## src/fan_alarm_pkg.sv

```systemverilog
package fan_alarm_pkg;

  // Register indexes, byte address is four times the index
  localparam logic [7:0] IDX_ALARM_STATUS = 8'h9B;
  localparam logic [7:0] IDX_SMI_MASK     = 8'h9C;
  localparam logic [7:0] IDX_IRQ_MASK     = 8'h9D;
  localparam logic [7:0] IDX_PWM_A_DIV    = 8'h9E;
  localparam logic [7:0] IDX_PWM_B_DIV    = 8'h9F;
  localparam logic [7:0] IDX_PWM_A_DUTY   = 8'hA0;
  localparam logic [7:0] IDX_PWM_B_DUTY   = 8'hA1;

  // Status bit positions and the divider source select bit
  localparam int BIT_TEMP_A  = 0;
  localparam int BIT_FOURTH_TACH  = 5;
  localparam int BIT_FIFTH_TACH   = 6;
  localparam int BIT_STANDBY_RAIL = 3;
  localparam int BIT_BATTERY_RAIL = 4;
  localparam int SEL_BIT     = 7;

  // Reset values and the live status bit mask
  localparam logic [7:0] RST_STATUS = 8'h00;
  localparam logic [7:0] RST_MASK   = 8'h00;
  localparam logic [7:0] RST_DIV    = 8'h01;
  localparam logic [7:0] RST_DUTY   = 8'hFF;
  localparam logic [6:0] LIVE_BITS  = 7'h7F;

  // Timing
  localparam longint CLK_HZ         = 125000000;
  localparam longint SRC_FAST_HZ    = 3000000;
  localparam longint SRC_SLOW_HZ    = 125000;
  localparam int     FAST_CYC       = int'(CLK_HZ / SRC_FAST_HZ);
  localparam int     SLOW_CYC       = int'(CLK_HZ / SRC_SLOW_HZ);
  localparam int     STEP_MS        = 100;
  localparam int     STEP_CYC       = int'(CLK_HZ * STEP_MS / 1000);
  localparam int     TIMEOUT_MIN    = 3;
  localparam int     TIMEOUT_STEPS  = TIMEOUT_MIN * 60 * 1000 / STEP_MS;

  // Automatic-control view of one PWM channel
  typedef struct packed {
    logic       active;
    logic [7:0] duty;
  } auto_duty_t;

  // Per-temperature-channel watch inputs
  typedef struct packed {
    logic out_of_range;
    logic fan_full;
  } temp_watch_t;

endpackage

```

## src/fan_pwm_alarm.sv

```systemverilog
`timescale 1ns/100ps
module fan_pwm_alarm #(
  parameter int STEP_CYCLES   = fan_alarm_pkg::STEP_CYC,
  parameter int TIMEOUT_STEPS = fan_alarm_pkg::TIMEOUT_STEPS
) (
  // Clock and reset
  input  wire logic                       SYS_CLK,
  input  wire logic                       NRST,
  // APB slave
  input  wire logic                       PSEL,
  input  wire logic                       PENABLE,
  input  wire logic                       PWRITE,
  input  wire logic [11:0]                PADDR,
  input  wire logic [31:0]                PWDATA,
  output logic      [31:0]                PRDATA,
  output logic                            PREADY,
  output logic                            PSLVERR,
  // Alarm sources
  input  wire logic                       FOURTH_TACH_LIMIT_FLAG,
  input  wire logic                       FIFTH_TACH_LIMIT_FLAG,
  input  wire logic                       BATTERY_RAIL_FLAG,
  input  wire logic                       STANDBY_RAIL_FLAG,
  input  wire fan_alarm_pkg::temp_watch_t TEMP_WATCH [3],
  // Automatic fan control view
  input  wire fan_alarm_pkg::auto_duty_t  AUTO_DUTY  [2],
  // Outputs
  output logic [1:0]                      PWM_OUT,
  output logic                            SYSTEM_MGMT_IRQ_OUT_N,
  output logic                            IRQ_OUT
);

  logic [6:0]  status_reg;
  logic [6:0]  status_next;
  logic [6:0]  status_set;
  logic [6:0]  status_clr;
  logic [6:0]  smi_mask_reg;
  logic [6:0]  irq_mask_reg;
  logic [7:0]  div_reg    [2];
  logic [7:0]  duty_reg   [2];
  logic [7:0]  duty_eff   [2];
  logic [7:0]  idx;
  logic        addr_ok;
  logic        bus_acc;
  logic        bus_wr;
  logic [7:0]  rd_val;
  logic [5:0]  fast_cnt_reg;
  logic [9:0]  slow_cnt_reg;
  logic        fast_en;
  logic        slow_en;
  logic [23:0] step_cnt_reg;
  logic        step_en;
  logic [2:0]  tmo_hit;

  // Register index decode, word aligned only
  assign idx     = PADDR[9:2];
  assign addr_ok = (PADDR[1:0] == 2'h0) && (PADDR[11:10] == 2'h0) &&
                   (idx >= fan_alarm_pkg::IDX_ALARM_STATUS) &&
                   (idx <= fan_alarm_pkg::IDX_PWM_B_DUTY);
  assign bus_acc = PSEL && PENABLE && !PREADY;
  assign bus_wr  = PSEL && PENABLE && PREADY && PWRITE && !PSLVERR;

  // Read multiplexer
  always_comb begin
    rd_val = 8'h00;
    case (idx)
      fan_alarm_pkg::IDX_ALARM_STATUS: rd_val = {1'b0, status_reg};
      fan_alarm_pkg::IDX_SMI_MASK:     rd_val = {1'b0, smi_mask_reg};
      fan_alarm_pkg::IDX_IRQ_MASK:     rd_val = {1'b0, irq_mask_reg};
      fan_alarm_pkg::IDX_PWM_A_DIV:    rd_val = div_reg[0];
      fan_alarm_pkg::IDX_PWM_B_DIV:    rd_val = div_reg[1];
      fan_alarm_pkg::IDX_PWM_A_DUTY:   rd_val = duty_eff[0];
      fan_alarm_pkg::IDX_PWM_B_DUTY:   rd_val = duty_eff[1];
      default:                         rd_val = 8'h00;
    endcase
  end

  // APB answer, one wait state
  always_ff @(posedge SYS_CLK or negedge NRST) begin
    if (!NRST) begin
      PREADY  <= 1'b0;
      PSLVERR <= 1'b0;
      PRDATA  <= 32'h00000000;
    end else begin
      PREADY  <= bus_acc;
      PSLVERR <= bus_acc && !addr_ok;
      if (bus_acc && !PWRITE && addr_ok) begin
        PRDATA <= {24'h000000, rd_val};
      end else if (bus_acc) begin
        PRDATA <= 32'h00000000;
      end
    end
  end

  // Mask registers
  always_ff @(posedge SYS_CLK or negedge NRST) begin
    if (!NRST) begin
      smi_mask_reg <= fan_alarm_pkg::RST_MASK[6:0];
      irq_mask_reg <= fan_alarm_pkg::RST_MASK[6:0];
    end else if (bus_wr) begin
      if (idx == fan_alarm_pkg::IDX_SMI_MASK) begin
        smi_mask_reg <= PWDATA[6:0];
      end
      if (idx == fan_alarm_pkg::IDX_IRQ_MASK) begin
        irq_mask_reg <= PWDATA[6:0];
      end
    end
  end

  // Divider and duty registers
  always_ff @(posedge SYS_CLK or negedge NRST) begin
    if (!NRST) begin
      div_reg[0]  <= fan_alarm_pkg::RST_DIV;
      div_reg[1]  <= fan_alarm_pkg::RST_DIV;
      duty_reg[0] <= fan_alarm_pkg::RST_DUTY;
      duty_reg[1] <= fan_alarm_pkg::RST_DUTY;
    end else if (bus_wr) begin
      case (idx)
        fan_alarm_pkg::IDX_PWM_A_DIV:  div_reg[0]  <= PWDATA[7:0];
        fan_alarm_pkg::IDX_PWM_B_DIV:  div_reg[1]  <= PWDATA[7:0];
        fan_alarm_pkg::IDX_PWM_A_DUTY: duty_reg[0] <= PWDATA[7:0];
        fan_alarm_pkg::IDX_PWM_B_DUTY: duty_reg[1] <= PWDATA[7:0];
        default: ;
      endcase
    end
  end

  // Source clock enables from the system clock
  always_ff @(posedge SYS_CLK or negedge NRST) begin
    if (!NRST) begin
      fast_cnt_reg <= 6'h00;
      slow_cnt_reg <= 10'h000;
    end else begin
      fast_cnt_reg <= fast_en ? 6'h00 : fast_cnt_reg + 6'h01;
      slow_cnt_reg <= slow_en ? 10'h000 : slow_cnt_reg + 10'h001;
    end
  end
  assign fast_en = (fast_cnt_reg == 6'(fan_alarm_pkg::FAST_CYC - 1));
  assign slow_en = (slow_cnt_reg == 10'(fan_alarm_pkg::SLOW_CYC - 1));

  // PWM channels
  for (genvar c = 0; c < 2; c++) begin : g_pwm
    logic [6:0] pre_cnt_reg;
    logic [7:0] phase_reg;
    logic       src_en;
    logic       pre_tick;
    logic       level;

    // automatic control overrides the written duty
    assign duty_eff[c] = AUTO_DUTY[c].active ? AUTO_DUTY[c].duty : duty_reg[c];

    assign src_en = div_reg[c][fan_alarm_pkg::SEL_BIT] ? slow_en : fast_en;

    assign pre_tick = src_en && (pre_cnt_reg >= div_reg[c][6:0]);

    always_ff @(posedge SYS_CLK or negedge NRST) begin
      if (!NRST) begin
        pre_cnt_reg <= 7'h00;
      end else if (pre_tick) begin
        pre_cnt_reg <= 7'h00;
      end else if (src_en) begin
        pre_cnt_reg <= pre_cnt_reg + 7'h01;
      end
    end

    always_ff @(posedge SYS_CLK or negedge NRST) begin
      if (!NRST) begin
        phase_reg <= 8'h00;
      end else if (pre_tick) begin
        phase_reg <= phase_reg + 8'h01;
      end
    end

    // high while phase below duty, FFh held high
    assign level = (duty_eff[c] == 8'hFF) || (phase_reg < duty_eff[c]);

    always_ff @(posedge SYS_CLK or negedge NRST) begin
      if (!NRST) begin
        PWM_OUT[c] <= 1'b1;
      end else begin
        PWM_OUT[c] <= level;
      end
    end

    AST_DUTY_ZERO_LOW: assert property (@(posedge SYS_CLK) disable iff (!NRST)
      ($past(duty_eff[c]) == 8'h00) |-> !PWM_OUT[c]) else $error("PWM high at zero duty");
    AST_DUTY_FULL_HIGH: assert property (@(posedge SYS_CLK) disable iff (!NRST)
      ($past(duty_eff[c]) == 8'hFF) |-> PWM_OUT[c]) else $error("PWM low at full duty");
    AST_DIV_BOUND: assert property (@(posedge SYS_CLK) disable iff (!NRST)
      src_en && !pre_tick && !bus_wr |=> pre_cnt_reg <= div_reg[c][6:0])
      else $error("Divider overrun");
  end

  // 0.1 second time base
  always_ff @(posedge SYS_CLK or negedge NRST) begin
    if (!NRST) begin
      step_cnt_reg <= 24'h000000;
    end else if (step_en) begin
      step_cnt_reg <= 24'h000000;
    end else begin
      step_cnt_reg <= step_cnt_reg + 24'h000001;
    end
  end
  assign step_en = (step_cnt_reg >= 24'(STEP_CYCLES - 1));

  // Target temperature timeouts
  for (genvar t = 0; t < 3; t++) begin : g_tmo
    logic [11:0] tmo_cnt_reg;
    logic        watching;

    assign watching   = TEMP_WATCH[t].out_of_range && TEMP_WATCH[t].fan_full;
    assign tmo_hit[t] = watching && step_en && (tmo_cnt_reg == 12'(TIMEOUT_STEPS - 1));

    // three minutes at full speed out of range
    always_ff @(posedge SYS_CLK or negedge NRST) begin
      if (!NRST) begin
        tmo_cnt_reg <= 12'h000;
      end else if (!watching || tmo_hit[t]) begin
        tmo_cnt_reg <= 12'h000;
      end else if (step_en) begin
        tmo_cnt_reg <= tmo_cnt_reg + 12'h001;
      end
    end

    AST_TIMEOUT_SET: assert property (@(posedge SYS_CLK) disable iff (!NRST)
      tmo_hit[t] |=> status_reg[fan_alarm_pkg::BIT_TEMP_A + t]) else $error("Timeout lost");
  end

  // Event sources and write-one-to-clear
  always_comb begin
    status_set = 7'h00;
    status_set[fan_alarm_pkg::BIT_FIFTH_TACH]   = FIFTH_TACH_LIMIT_FLAG;
    status_set[fan_alarm_pkg::BIT_FOURTH_TACH]  = FOURTH_TACH_LIMIT_FLAG;
    status_set[fan_alarm_pkg::BIT_BATTERY_RAIL] = BATTERY_RAIL_FLAG;
    status_set[fan_alarm_pkg::BIT_STANDBY_RAIL] = STANDBY_RAIL_FLAG;
    status_set[2:0] = tmo_hit;
    status_clr = (bus_wr && idx == fan_alarm_pkg::IDX_ALARM_STATUS) ?
                 (PWDATA[6:0] & fan_alarm_pkg::LIVE_BITS) : 7'h00;
    // Set wins over a clear in the same cycle
    status_next = (status_reg & ~status_clr) | status_set;
  end

  // Sticky status
  always_ff @(posedge SYS_CLK or negedge NRST) begin
    if (!NRST) begin
      status_reg <= fan_alarm_pkg::RST_STATUS[6:0];
    end else begin
      status_reg <= status_next;
    end
  end

  // Interrupt outputs
  always_ff @(posedge SYS_CLK or negedge NRST) begin
    if (!NRST) begin
      SYSTEM_MGMT_IRQ_OUT_N <= 1'b1;
      IRQ_OUT               <= 1'b0;
    end else begin
      SYSTEM_MGMT_IRQ_OUT_N <= ~|(status_reg & ~smi_mask_reg);
      IRQ_OUT               <= |(status_reg & ~irq_mask_reg);
    end
  end

  AST_FAN_SET: assert property (@(posedge SYS_CLK) disable iff (!NRST)
    FIFTH_TACH_LIMIT_FLAG |=> status_reg[fan_alarm_pkg::BIT_FIFTH_TACH])
    else $error("Fifth fan flag lost");
  AST_RAIL_SET: assert property (@(posedge SYS_CLK) disable iff (!NRST)
    STANDBY_RAIL_FLAG |=> status_reg[fan_alarm_pkg::BIT_STANDBY_RAIL])
    else $error("Standby flag lost");
  AST_STATUS_STICKY: assert property (@(posedge SYS_CLK) disable iff (!NRST)
    (status_reg != 7'h00) && !bus_wr |=> ((status_reg & $past(status_reg)) == $past(status_reg)))
    else $error("Status bit dropped");
  AST_SMI_MASK: assert property (@(posedge SYS_CLK) disable iff (!NRST)
    ((status_reg & ~smi_mask_reg) == 7'h00) |=> SYSTEM_MGMT_IRQ_OUT_N)
    else $error("Masked SMI asserted");
  AST_IRQ_MASK: assert property (@(posedge SYS_CLK) disable iff (!NRST)
    ((status_reg & ~irq_mask_reg) != 7'h00) |=> IRQ_OUT) else $error("Unmasked IRQ missing");
  AST_READY_PULSE: assert property (@(posedge SYS_CLK) disable iff (!NRST)
    PREADY |=> !PREADY) else $error("PREADY held");

endmodule

```

## config.mk

```make
export PLATFORM = sky130hd
export DESIGN_NAME = fan_pwm_alarm
export DESIGN_NICKNAME = d
export VERILOG_FILES = /design/src/fan_alarm_pkg.sv /design/src/fan_pwm_alarm.sv
export SDC_FILE = /design/constraint.sdc
export NUM_CORES = 1
export LEC_CHECK = 0
export ABC_CLOCK_PERIOD_IN_PS = 3150
export BUFFER_PORTS_ARGS = -buffer_cell sky130_fd_sc_hd__buf_2
export CORE_MARGIN = 2
export CORE_UTILIZATION = 55
export DETAILED_ROUTE_END_ITERATION = 10
export PLACE_DENSITY = 0.85
export SLEW_MARGIN = 15
export SYNTH_ARGS = -nofsm -noshare
export SYNTH_HDL_FRONTEND = slang
export SYNTH_SLANG_ARGS = --single-unit
```

## constraint.sdc

```tcl
create_clock -name SYS_CLK -period 3.15 [get_ports SYS_CLK]
set_input_delay 0.315 -clock SYS_CLK [delete_from_list [all_inputs] [get_ports SYS_CLK]]
set_output_delay 0.315 -clock SYS_CLK [all_outputs]
set_load 0.02 [all_outputs]
```

======== After elaboration in Yosys (flattened, before gate mapping) ========
Cells that the tools add are included.
storage, ports and cells
  bits in writable memories ............... 0
  word-level logic and storage cells ...... 135
  input bits .............................. 77
  bits in read-only memories .............. 0
  bits in latches ......................... 0
  memories kept ........................... 0
  flip-flop bits (word level) ............. 197
  output and inout port bits .............. 38
operators by class
  add/subtract/negate cells ............... 10
  divide/modulo/power cells ............... 0
  reduce and logical (&&, ||, !) cells .... 52
  bitwise gates (word level) .............. 7
  $lt $le $gt $ge ......................... 7
  multipliers ............................. 0
  shift-type cells ........................ 0
  eq/ne operators ......................... 14
  muxes and demuxes ....................... 21
operators with widths
  kind                                              number
  == test 8 bit (second input constant)             9
  2-to-1 mux 12 bit                                 6
  2-to-1 mux 32 bit                                 2
  case mux 8 bit (7 select lines)                   1
  adder 12 x 1 -> 12 bit (second input constant)    3
  == test 12 x 11 -> 1 bit (second input constant)  3
  2-to-1 mux 7 bit                                  5
  adder 24 x 1 -> 24 bit (second input constant)    1
  >= comparator 24 bit (second input constant)      1
  2-to-1 mux 24 bit                                 1
  logical AND 1 bit                                 23
  bitwise AND 7 bit                                 3
  NOT 7 bit                                         3
  adder 8 x 1 -> 8 bit (second input constant)      2
  less-than comparator 8 bit                        2
  2-to-1 mux 8 bit                                  2
  adder 7 x 1 -> 7 bit (second input constant)      2
  >= comparator 7 bit                               2
  OR reduction 7 bit                                2
  AND reduction 2 bit                               6
  nonzero test 2 bit                                6
  adder 10 x 1 -> 10 bit (second input constant)    1
  == test 10 bit (second input constant)            1
  2-to-1 mux 10 bit                                 1
  other kinds (10)                                  23

======== Longest topological paths before layout ========
Gate-level depths: netlist of the first run.
  depth after elaboration ................. 9
  mapped depth ............................ 10
  gate-level depth less buffers ........... 8

======== Worst setup path before layout of the first run ========
No wires, ideal clock.
  path type ............................... register to register
  start point ............................. reg fast_cnt_reg[0]
  end point ............................... reg g_pwm[1].phase_reg[1]
  period minus slack after synthesis ...... 2186 ps
  required time ........................... 3025 ps
  library setup time ...................... 125 ps
  path buffers ............................ 1
  data arrival time ....................... 2062 ps
  path slack .............................. 964 ps
  stages on the path, launching flop included .. 9
  cells stage by stage .................... dfrtp_1 inv_1 ha_1 nor3b_1 and3_1 clkbuf_1 mux2i_1 nor3_1 mux2_2
between the ends
  cells in the longest elaborated chain, start to end .. 3
ends and longest elaborated chain
  element                 line                  RTL
  start, declared         fan_pwm_alarm.sv:46   logic [5:0] fast_cnt_reg;
  start signal, assigned  fan_pwm_alarm.sv:133  fast_cnt_reg <= fast_en ? 6'h00 : fast_cnt_reg + 6'h01;
  == test 6 bit           fan_pwm_alarm.sv:137  assign fast_en = (fast_cnt_reg == 6'(fan_alarm_pkg::FAST_CYC - 1));
  2-to-1 mux 1 bit        fan_pwm_alarm.sv:151  assign src_en = div_reg[c][fan_alarm_pkg::SEL_BIT] ? slow_en : fast_en;
  logical AND 1 bit       fan_pwm_alarm.sv:153  assign pre_tick = src_en && (pre_cnt_reg >= div_reg[c][6:0]);
  end signal, assigned    fan_pwm_alarm.sv:169  phase_reg <= phase_reg + 8'h01;
  end, declared           fan_pwm_alarm.sv:143  logic [7:0] phase_reg;
No other way between the ends.
A chain may end at the register's enable or synchronous reset.

======== Final worst setup path of the first run ========
  start point ............................. reg slow_cnt_reg[0]
  end point ............................... reg g_pwm[1].phase_reg[1]
between the ends
  cells in the longest elaborated chain, start to end .. 3
ends and longest elaborated chain
  element                 line                  RTL
  start, declared         fan_pwm_alarm.sv:47   logic [9:0] slow_cnt_reg;
  start signal, assigned  fan_pwm_alarm.sv:134  slow_cnt_reg <= slow_en ? 10'h000 : slow_cnt_reg + 10'h001;
  == test 10 bit          fan_pwm_alarm.sv:138  assign slow_en = (slow_cnt_reg == 10'(fan_alarm_pkg::SLOW_CYC - 1));
  2-to-1 mux 1 bit        fan_pwm_alarm.sv:151
  logical AND 1 bit       fan_pwm_alarm.sv:153
No other way between the ends.

==> results of run 1 <==
through the flow:
stage	std cells	setup WS (ns)	util [%]	area (sq um)	power, mW
after floorplan	949	0.964	-	9520	2.40
after global placement	1195	0.718	59.4	9920	2.49
after detailed placement	1195	0.664	59.4	9920	2.50
after CTS	1228	0.590	63.1	10500	4.65
after global routing	1228	0.352	63.1	10500	4.78
final	1229	0.596	63.2	10500	4.64
worst max-delay path, cell delays in order, from the launching register on:
cell and delay, ns:
dfrtp_1 0.39, ha_1 0.22, nand2_1 0.11, nor4_4 0.58, mux2i_1 0.24, nor3_1 0.50
mux2_2 0.40
layout make-up:
| cell class | count | area, sq um | share of cell area [%] |
|---|---|---|---|
| tap | 220 | 275 | 2.61 |
| clock buffer | 22 | 474 | 4.50 |
| inverter | 39 | 146 | 1.39 |
| multi-input combinational | 686 | 4720 | 44.7 |
| antenna | 1 | 2.50 | 0.0237 |
| sequential | 173 | 4360 | 41.3 |
| timing repair buffer | 78 | 442 | 4.19 |
| clock inverter | 10 | 138 | 1.30 |
cells by family (layout without fill, tap and decap cells):
kind of cell    Yosys count  count (layout)  synth area share [%]
fa+ha+maj                39              39                  5.17
xor+xnor                 68              68                  6.31
flops                   173             173                  46.2
simple gates            324             324                  16.9
buf+inv                  90             149                  4.75
mux                      84              84                  9.59
compound gates          147             147                  11.0
other cells               1              25                0.0398
cell usage after synthesis (18+ instances only):
cell type | instances | area, sq um
nand4_1 | 18 | 113
o21ai_0 | 19 | 95.1
dfrtp_1 | 152 | 3800
ha_1 | 39 | 488
xor2_1 | 23 | 201
buf_4 | 26 | 195
nand3_1 | 41 | 205
dfstp_2 | 21 | 552
nand2_1 | 83 | 312
mux2_2 | 51 | 574
inv_1 | 39 | 146
nor2_1 | 80 | 300
xnor2_1 | 45 | 394
and3_1 | 24 | 150
mux2i_1 | 33 | 330
a21oi_1 | 29 | 145
clkbuf_1 | 18 | 67.6
worst min-delay path by stage:
stage	from	to	slack (ns)	cells past startpoint
after floorplan	NRST	IRQ_OUT	0.02	0
after global placement	NRST	g_pwm[0].phase_reg[3]	0.37	1
after detailed placement	NRST	g_pwm[0].phase_reg[3]	0.36	1
after CTS	STANDBY_RAIL_FLAG	status_reg[3]	0.06	2
after global routing	STANDBY_RAIL_FLAG	status_reg[3]	0.06	2
final	STANDBY_RAIL_FLAG	status_reg[3]	0.07	2
power by group through the flow:
stage / Sequential [mW] / Combinational (mW) / Clock (mW)
5_1_grt: 2.23 / 0.249 / 2.30
3_3_place_gp: 2.27 / 0.220 / 0
4_1_cts: 2.23 / 0.227 / 2.19
2_1_floorplan: 2.28 / 0.121 / 0
3_5_place_dp: 2.27 / 0.224 / 0
6_report: 2.23 / 0.228 / 2.18
routing by layer:
layer  vias up  wire (um)  track usage, %
met5         -         13               0
met4         2        623            10.4
met3        57       1480            5.67
met2       286      10600            40.0
met1      3631       8830            30.9
li1       3389          -               -
timing repair:
| action | in CTS | in global routing |
|---|---|---|
| hold buffers | 1 | 0 |
| resized for setup | 0 | 0 |
| endpoints found under the hold margin | 62 | 0 |
==> out/metrics.csv, run 1 <==
metric;value;unit
status;completed;
finalWirelength;21500;um
wl_per_cell;17.5;um
cts_setup_buffers;0;
clockBufferDepth;2;
fill_cells;1300;
period_share;81.1;%
reg2reg_from;slow_cnt_reg[0];
ant_nets;0;
drc;0;
async_flop_share;100;%
dieArea;0.0182;sq mm
crit_start;slow_cnt_reg[0];
p_leak;4.85;nW
timing.critical_path.fanout_max;10;
synth.distinct_cells;66;
r2r_end;g_pwm[1].phase_reg[1];
synthesis.area;0.00943;sq mm
dp_hpwl;14800;um
cp-end-kind;flop;
clk_latency;0.43;ns
ir_drop;0.416;mV
slew_headroom;40.7;%
p_int;3.60;mW
die_y;135;um
switchingPower;1.03;mW
power_density;440;mW/mm^2
synth_edf_count;0;
pwr-share-comb;4.9;%
fmax;392;MHz
firstDrtPassIters;8;
critPathKind;flop to flop;
tightestPinTransition;0.878;ns
p_seq_share;48.2;%
via_count;7365;
cap_violations;0;
synth.avg_cell_area;10.2;sq um
synth_seq_area_share;46.2;%
finalHoldViolCount;0;
reg2reg_slack;0.60;ns
die_w;135;um
layout_common_cells;dfrtp_1 (152), nand2_1 (83), nor2_1 (80);
cts_max_level;4;
clk_pin_slew;0.06;ns
setup.worst_path.start_class;flop;
track_usage;24.3;%
worstSetupEndpoint;g_pwm[1].phase_reg[1];
grt_pass1_wl;35100;um
rsz0062_at_grt;no;
io_pins;115;
grt.overflow.total;0;
drt-vias-per-instance;5.99;
required;3.46;ns
crit_arrival;2.87;ns
grt_pass1_vias;7199;
fin_worst_skew;0.0103;ns
setup_violations;0;
drive_gt1_share;19.4;%
cts_tree;yes;
grt_max_degree;71;
tns;0;ns
postSynthCellCount;926;
final_common_cell;dfrtp_1;
switching_share;22.3;%
r2r_cells;6;
cts_sinks;173;
rows;47;
gp_congestion;0.930;
cts-root-buf;clkbuf_16;
cts-buffers-inserted;17;
clkPwrFrac;46.9;%
ys.warnings.count;0;
hp-class;input pin to flop;
antenna_found_initial;2;
synth-seq-cells;173;
area_delta_synth_final;11.8;%
fin_nets;1111;
core;0.0167;sq mm
maxSlewViolCount;0;
largest_reg_flops;36;
whs;0.0713;ns
start_util;56.5;%
drt_iter0_drc;540;
fin_crit;2.55;ns
ys.flop_type;dfrtp_1;
place.port_buffers;66;
Note: power is estimated with default switching activity, not from simulation.
==> inputs of run 2 (changes only) <==
--- a/config.mk
+++ b/config.mk
@@ -5,12 +5,13 @@
 export SDC_FILE = /design/constraint.sdc
 export NUM_CORES = 1
 export LEC_CHECK = 0
-export ABC_CLOCK_PERIOD_IN_PS = 3150
+export ABC_AREA = 1
+export ABC_CLOCK_PERIOD_IN_PS = 2200
 export BUFFER_PORTS_ARGS = -buffer_cell sky130_fd_sc_hd__buf_2
 export CORE_MARGIN = 2
-export CORE_UTILIZATION = 55
+export CORE_UTILIZATION = 54
 export DETAILED_ROUTE_END_ITERATION = 10
-export PLACE_DENSITY = 0.85
+export PLACE_DENSITY = 0.86
 export SLEW_MARGIN = 15
 export SYNTH_ARGS = -nofsm -noshare
 export SYNTH_HDL_FRONTEND = slang
==> constraint.sdc (replaced) <==
create_clock -name SYS_CLK -period 2.2 [get_ports SYS_CLK]
set_input_delay 0.22 -clock SYS_CLK [delete_from_list [all_inputs] [get_ports SYS_CLK]]
set_output_delay 0.22 -clock SYS_CLK [all_outputs]
set_load 0.02 [all_outputs]
==> out/metrics.csv, run 2 <==
metric;value;unit;change
status;completed;;
core;0.0193;sq mm;+16%
tns;0;ns;unchanged
dp_hpwl;18400;um;+24%
cts-buffers-inserted;17;;unchanged
synth.avg_cell_area;7.25;sq um;-29%
fin_nets;1660;;+49%
cts_tree;yes;;
synth-seq-cells;173;;unchanged
cap_violations;0;;unchanged
clk_pin_slew;0.07;ns;about the same
power_density;548;mW/mm^2;+25%
cts_setup_buffers;0;;unchanged
grt_pass1_wl;43000;um;+22%
via_count;9733;;+32%
setup_violations;0;;unchanged
die_w;144;um;+6.8%
power.total;6.46;mW;+39%
largest_reg_flops;36;;unchanged
area_delta_synth_final;11.3;%;
cts-root-buf;clkbuf_16;;
hold_buffers;4;;+3
finalHoldViolCount;0;;unchanged
period_share;88.1;%;+7.0 points
layout_common_cells;nand2_1 (474), inv_1 (170), nor2_1 (153);;
design_area;0.0118;sq mm;+12%
drc;0;;unchanged
clk_latency;0.45;ns;+0.02 ns
postSynthCellCount;1462;;+58%
synth_top_area_share;35.9;%;-4.4 points
synth.distinct_cells;43;;-35%
synth_top_area_cell;dfrtp_1;;
grt_max_degree;61;;-14%
r2r_cells;10;;+4
crit_start;step_cnt_reg[0];;
netlist_top_cells_count;nand2_1 (474), inv_1 (170), nor2_1 (153);;
drt_iter0_drc;761;;+41%
cts_sinks;173;;unchanged
gp_congestion;0.951;;+2.3%
start_util;54.8;%;-1.7 points
io_pins;115;;unchanged
grt_pass1_vias;9274;;+29%
fin_crit;1.94;ns;-0.615 ns
ys_top_cells_by_area;dfrtp_1 (36%), nand2_1 (17%), inv_1 (6.0%), nand3_1 (5.5%), nor2_1 (5.4%);;
fin_worst_skew;0.00920;ns;-0.00113 ns
fmax;516;MHz;+32%
place.port_buffers;66;;unchanged
antenna_found_initial;0;;-2
crit_arrival;2.27;ns;-0.60 ns
rsz0062_at_grt;no;;
final_common_cell;nand2_1;;
synth_most_common_cell;nand2_1;;
rows;51;;+8.5%
critPathKind;flop to flop;;
ant_nets;0;;unchanged
ir_drop;0.528;mV;+27%
drive_gt1_share;10.7;%;-8.8 points
p_leak;6.28;nW;+29%
async_flop_share;100;%;unchanged
timing.critical_path.fanout_max;26;;+16
ys.warnings.count;0;;unchanged
r2r_end;g_tmo[1].tmo_cnt_reg[8];;
setup.worst_path.start_class;flop;;
die_y;144;um;+6.8%
ys.flop_type;dfrtp_1;;
maxSlewViolCount;0;;unchanged
finalWirelength;25300;um;+18%
synthesis.area;0.0106;sq mm;+12%
track_usage;25.9;%;+1.6 points
firstDrtPassIters;6;;-2
placed_area;0.0112;sq mm;+13%
required;2.54;ns;-0.92 ns
wl_per_cell;13.9;um;-21%
worstSetupEndpoint;g_tmo[1].tmo_cnt_reg[8];;
clockBufferDepth;2;;unchanged
slew_headroom;62.1;%;+21 points
synth_edf_count;0;;unchanged
cts_resized;0;;unchanged
cp-end-kind;flop;;
dieArea;0.0208;sq mm;+14%
cts_max_level;4;;unchanged
drt-vias-per-instance;5.34;;-11%
tightestPinTransition;0.568;ns;-0.309 ns
reg2reg_from;step_cnt_reg[0];;
synth_seq_area_share;41.1;%;-5.1 points
hp-class;input pin to flop;;
grt.overflow.total;0;;unchanged
reg2reg_slack;0.26;ns;-0.33 ns
diodes;0;;-1
run 2: cell types whose count changed after synthesis, sizes merged, moves of 44 or more:
cell | previous run | this run
nand4 | 18 | 62
nor2 | 80 | 159
mux2 | 51 | 0
o21ai | 19 | 76
inv | 39 | 173
nand3 | 41 | 118
nand2 | 83 | 478
run 2: layer usage:
metal / up-vias / global-route usage, % / routed length [um]
li1: 4805 / - / -
met1: 4556 / 33.8 / 10600
met2: 316 / 43.1 / 12300
met3: 56 / 5.03 / 1720
met4: 0 / 9.60 / 648
met5: - / 0 / 0
run 2: critical path, stage by stage, from the launching register on:
cell	delay, ns
dfrtp_1	0.40
ha_1	0.26
nand2_1	0.09
inv_1	0.05
nand2_1	0.07
nand2_1	0.07
nand3_1	0.10
nand3_2	0.25
buf_4	0.34
nand4_1	0.12
nand2_1	0.06
run 2: layout make-up:
class | instances | area (sq um)
fill | 1666 | 7550
multi-input combinational | 1085 | 5320
sequential | 173 | 4360
inverter | 173 | 649
timing repair buffer | 94 | 582
clock buffer | 17 | 425
tap | 265 | 332
clock inverter | 15 | 130
run 2: power breakdown:
group | internal, mW | leakage [nW] | total, mW | switching, mW
Clock | 1.48 | 0.269 | 2.90 | 1.42
Combinational | 0.0988 | 3.74 | 0.374 | 0.275
Sequential | 3.19 | 2.27 | 3.19 | 0.00469
run 2: stage by stage:
step	worst slack, ns	utilization (%)	cells	hold slack (ns)
3_5_place_dp	0.281	57.9	1786	0.236
3_3_place_gp	0.349	57.9	1786	0.234
6_report	0.261	61.0	1822	0.0140
5_1_grt	0.121	61.0	1822	0.00575
2_1_floorplan	0.562	-	1485	-0.0756
4_1_cts	0.266	61.0	1822	0.000745
run 2: logic make-up after synthesis:
family,share of synthesized area (%)
AND/OR/NAND/NOR,34.9
buffers and inverters,9.60
flip-flops,41.1
AO/OA/AOI/OAI,6.26
XOR/XNOR,3.47
adder cells (fa/ha/maj),4.61
other,0.0354
run 2: worst min-delay path by stage:
stage / start / end / slack [ns] / cells past startpoint
finish: FOURTH_TACH_LIMIT_FLAG / status_reg[5] / 0.01 / 2
global route: FOURTH_TACH_LIMIT_FLAG / status_reg[5] / 0.006 / 2
CTS: FOURTH_TACH_LIMIT_FLAG / status_reg[5] / 0.0007 / 2
detailed placement: NRST / fast_cnt_reg[2] / 0.24 / 1
global placement: NRST / slow_cnt_reg[2] / 0.23 / 1
floorplan: NRST / IRQ_OUT / -0.08 / 0
==> inputs of run 3 (changes only) <==
--- a/config.mk
+++ b/config.mk
@@ -6,12 +6,12 @@
 export NUM_CORES = 1
 export LEC_CHECK = 0
 export ABC_AREA = 1
-export ABC_CLOCK_PERIOD_IN_PS = 2200
+export ABC_CLOCK_PERIOD_IN_PS = 2500
 export BUFFER_PORTS_ARGS = -buffer_cell sky130_fd_sc_hd__buf_2
 export CORE_MARGIN = 2
-export CORE_UTILIZATION = 54
+export CORE_UTILIZATION = 43
 export DETAILED_ROUTE_END_ITERATION = 10
-export PLACE_DENSITY = 0.86
+export PLACE_DENSITY = 0.71
 export SLEW_MARGIN = 15
 export SYNTH_ARGS = -nofsm -noshare
 export SYNTH_HDL_FRONTEND = slang
==> constraint.sdc (replaced) <==
create_clock -name SYS_CLK -period 2.5 [get_ports SYS_CLK]
set_input_delay 0.25 -clock SYS_CLK [delete_from_list [all_inputs] [get_ports SYS_CLK]]
set_output_delay 0.25 -clock SYS_CLK [all_outputs]
set_load 0.02 [all_outputs]
==> out/metrics.csv, run 3 (synthesized netlist as in run 2, its figures left out) <==
metric;value;unit;change
status;completed;;
pwr-share-comb;5.4;%;-0.4 points
hp-class;input pin to flop;;
grt_max_degree;60;;-1.6%
ir_drop;0.403;mV;-24%
r2r_end;g_tmo[2].tmo_cnt_reg[6];;
r2r_cells;11;;+1
timing.critical_path.fanout_max;59;;+130%
wl_per_cell;13.1;um;-5.3%
diodes;0;;unchanged
switchingPower;1.40;mW;-18%
tns;0;ns;unchanged
path_cells;ha_1, nand2_1, inv_1, nand2_1, nand2_1, nand3_1, nand3_2, buf_12, nor2_4, nand2_1, nand2_1;;
worstSetupEndpoint;g_tmo[2].tmo_cnt_reg[6];;
finalWirelength;24500;um;-3.1%
drive_gt1_share;9.93;%;-0.73 points
p_seq_share;47.0;%;-2.4 points
layout_common_cells;nand2_1 (474), inv_1 (170), nor2_1 (153);;
cpMaxStageDelayCell;dfrtp_1;;
p_int;4.58;mW;-3.9%
grt_pass1_wl;41300;um;-3.9%
firstDrtPassIters;7;;+1
die_w;161;um;+12%
cap_violations;0;;unchanged
cts-buffers-inserted;17;;unchanged
clkPwrFrac;47.6;%;+2.8 points
grt_pass1_vias;8733;;-5.8%
cts-root-buf;clkbuf_16;;
clockBufferDepth;2;;unchanged
setup.worst_path.start_class;flop;;
final_common_cell;nand2_1;;
crit_top_cell;nand2_1;;
reg2reg_from;step_cnt_reg[0];;
tightestPinTransition;0.602;ns;+0.0339 ns
largest_reg_flops;36;;unchanged
fill_cells;2349;;+41%
slew_headroom;59.7;%;-2.4 points
crit_start;step_cnt_reg[0];;
clk_latency;0.43;ns;-0.02 ns
reg2reg_slack;0.45;ns;+0.19 ns
fin_crit;2.05;ns;+0.109 ns
switching_share;23.4;%;-2.9 points
fin_worst_skew;0.00770;ns;-0.00150 ns
antenna_found_initial;0;;unchanged
fin_nets;1645;;-0.90%
core;0.0242;sq mm;+25%
cp-end-kind;flop;;
drt_iter0_drc;574;;-25%
regArea;0.00436;sq mm;unchanged
die_y;161;um;+12%
setup_slack;0.452;ns;+0.191 ns
cts_tree;yes;;
path_depth;11;;+1
drc;0;;unchanged
power_density;505;mW/mm^2;-7.9%
area_delta_synth_final;11.7;%;
setup_violations;0;;unchanged
path_buf_inv;2;;unchanged
required;2.88;ns;+0.34 ns
dp_hpwl;17800;um;-3.0%
maxSlewViolCount;0;;unchanged
crit_arrival;2.42;ns;+0.15 ns
multi_input_area;0.00532;sq mm;unchanged
fmax;488;MHz;-5.3%
period_share;81.9;%;-6.2 points
crit_family;simple AND/OR/NAND/NOR gates;;
io_pins;115;;unchanged
finalHoldViolCount;0;;unchanged
slowest_delay;0.39;ns;about the same
rsz0062_at_grt;no;;
critPathKind;flop to flop;;
dieArea;0.0259;sq mm;+25%
dpl_worst_slack;0.479;ns;+0.198 ns
p_leak;6.25;nW;-0.45%
via_count;9436;;-3.1%
cts_resized;0;;unchanged
start_util;43.7;%;-11 points
ant_nets;0;;unchanged
grt.overflow.total;0;;unchanged
place.port_buffers;66;;unchanged
rows;57;;+12%
whs;0.0149;ns;+0.000918 ns
cts_sinks;173;;unchanged
drt-vias-per-instance;5.06;;-5.3%
cts_max_level;4;;unchanged
track_usage;19.3;%;-6.7 points
clk_pin_slew;0.07;ns;about the same
gp_congestion;0.922;;-3.1%
[run 3: cell count changes in the layout (fill, tap and decap cells not counted)]
| cell | change |
|---|---|
| buf_4 | -13 |
| inv_6 | -3 |
| bufinv_16 | +3 |
| dlygate4sd3_1 | -3 |
| clkinv_4 | -2 |
| inv_8 | -1 |
| clkinvlp_4 | -1 |
| clkinv_2 | -1 |
| buf_12 | +1 |
| clkbuf_8 | +4 |
[run 3: worst min-delay path by stage]
stage | startpoint | endpoint | depth (start not counted)
6_report | BATTERY_RAIL_FLAG | status_reg[4] | 2
3_3_place_gp | NRST | slow_cnt_reg[3] | 1
3_5_place_dp | NRST | slow_cnt_reg[3] | 1
5_1_grt | BATTERY_RAIL_FLAG | status_reg[4] | 2
2_1_floorplan | NRST | IRQ_OUT | 0
4_1_cts | BATTERY_RAIL_FLAG | status_reg[4] | 2
[run 3: cell type report]
cell class,instances,share of cell area [%]
Tap cell,324,3.43
Clock inverter,10,1.29
Sequential cell,173,36.8
Multi-Input combinational cell,1085,44.9
Inverter,173,5.49
Timing Repair Buffer,79,4.01
Clock buffer,21,4.06
[run 3: routing by layer]
metal	wire (um)	part of all wire [%]	global-route usage, %	vias to the layer above
met5	0	0	0	-
met4	478	1.9	5.93	0
met3	1140	4.7	3.18	34
met2	11700	48	32.4	208
met1	11200	46	25.6	4428
li1	-	-	-	4766
[run 3: through the flow]
stage | utilization, % | std cells | instance area, sq um | power (mW)
4_1_cts | 48.8 | 1865 | 11800 | 6.03
6_report | 48.8 | 1865 | 11800 | 5.98
2_1_floorplan | - | 1485 | 10700 | 3.04
3_3_place_gp | 46.1 | 1833 | 11200 | 3.18
5_1_grt | 48.8 | 1865 | 11800 | 6.17
3_5_place_dp | 46.1 | 1833 | 11200 | 3.18
[run 3: power by group through the flow]
stage / sequential (mW) / combinational [mW] / clock, mW
after floorplan: 2.87 / 0.177 / 0
after global placement: 2.86 / 0.318 / 0
after detailed placement: 2.86 / 0.322 / 0
after CTS: 2.81 / 0.325 / 2.89
after global routing: 2.81 / 0.361 / 3.00
final: 2.81 / 0.320 / 2.85
[run 3: timing repair]
item / CTS / global route
setup buffers: 0 / 0
hold buffers: 1 / 0
endpoints found under the hold margin: 46 / 0
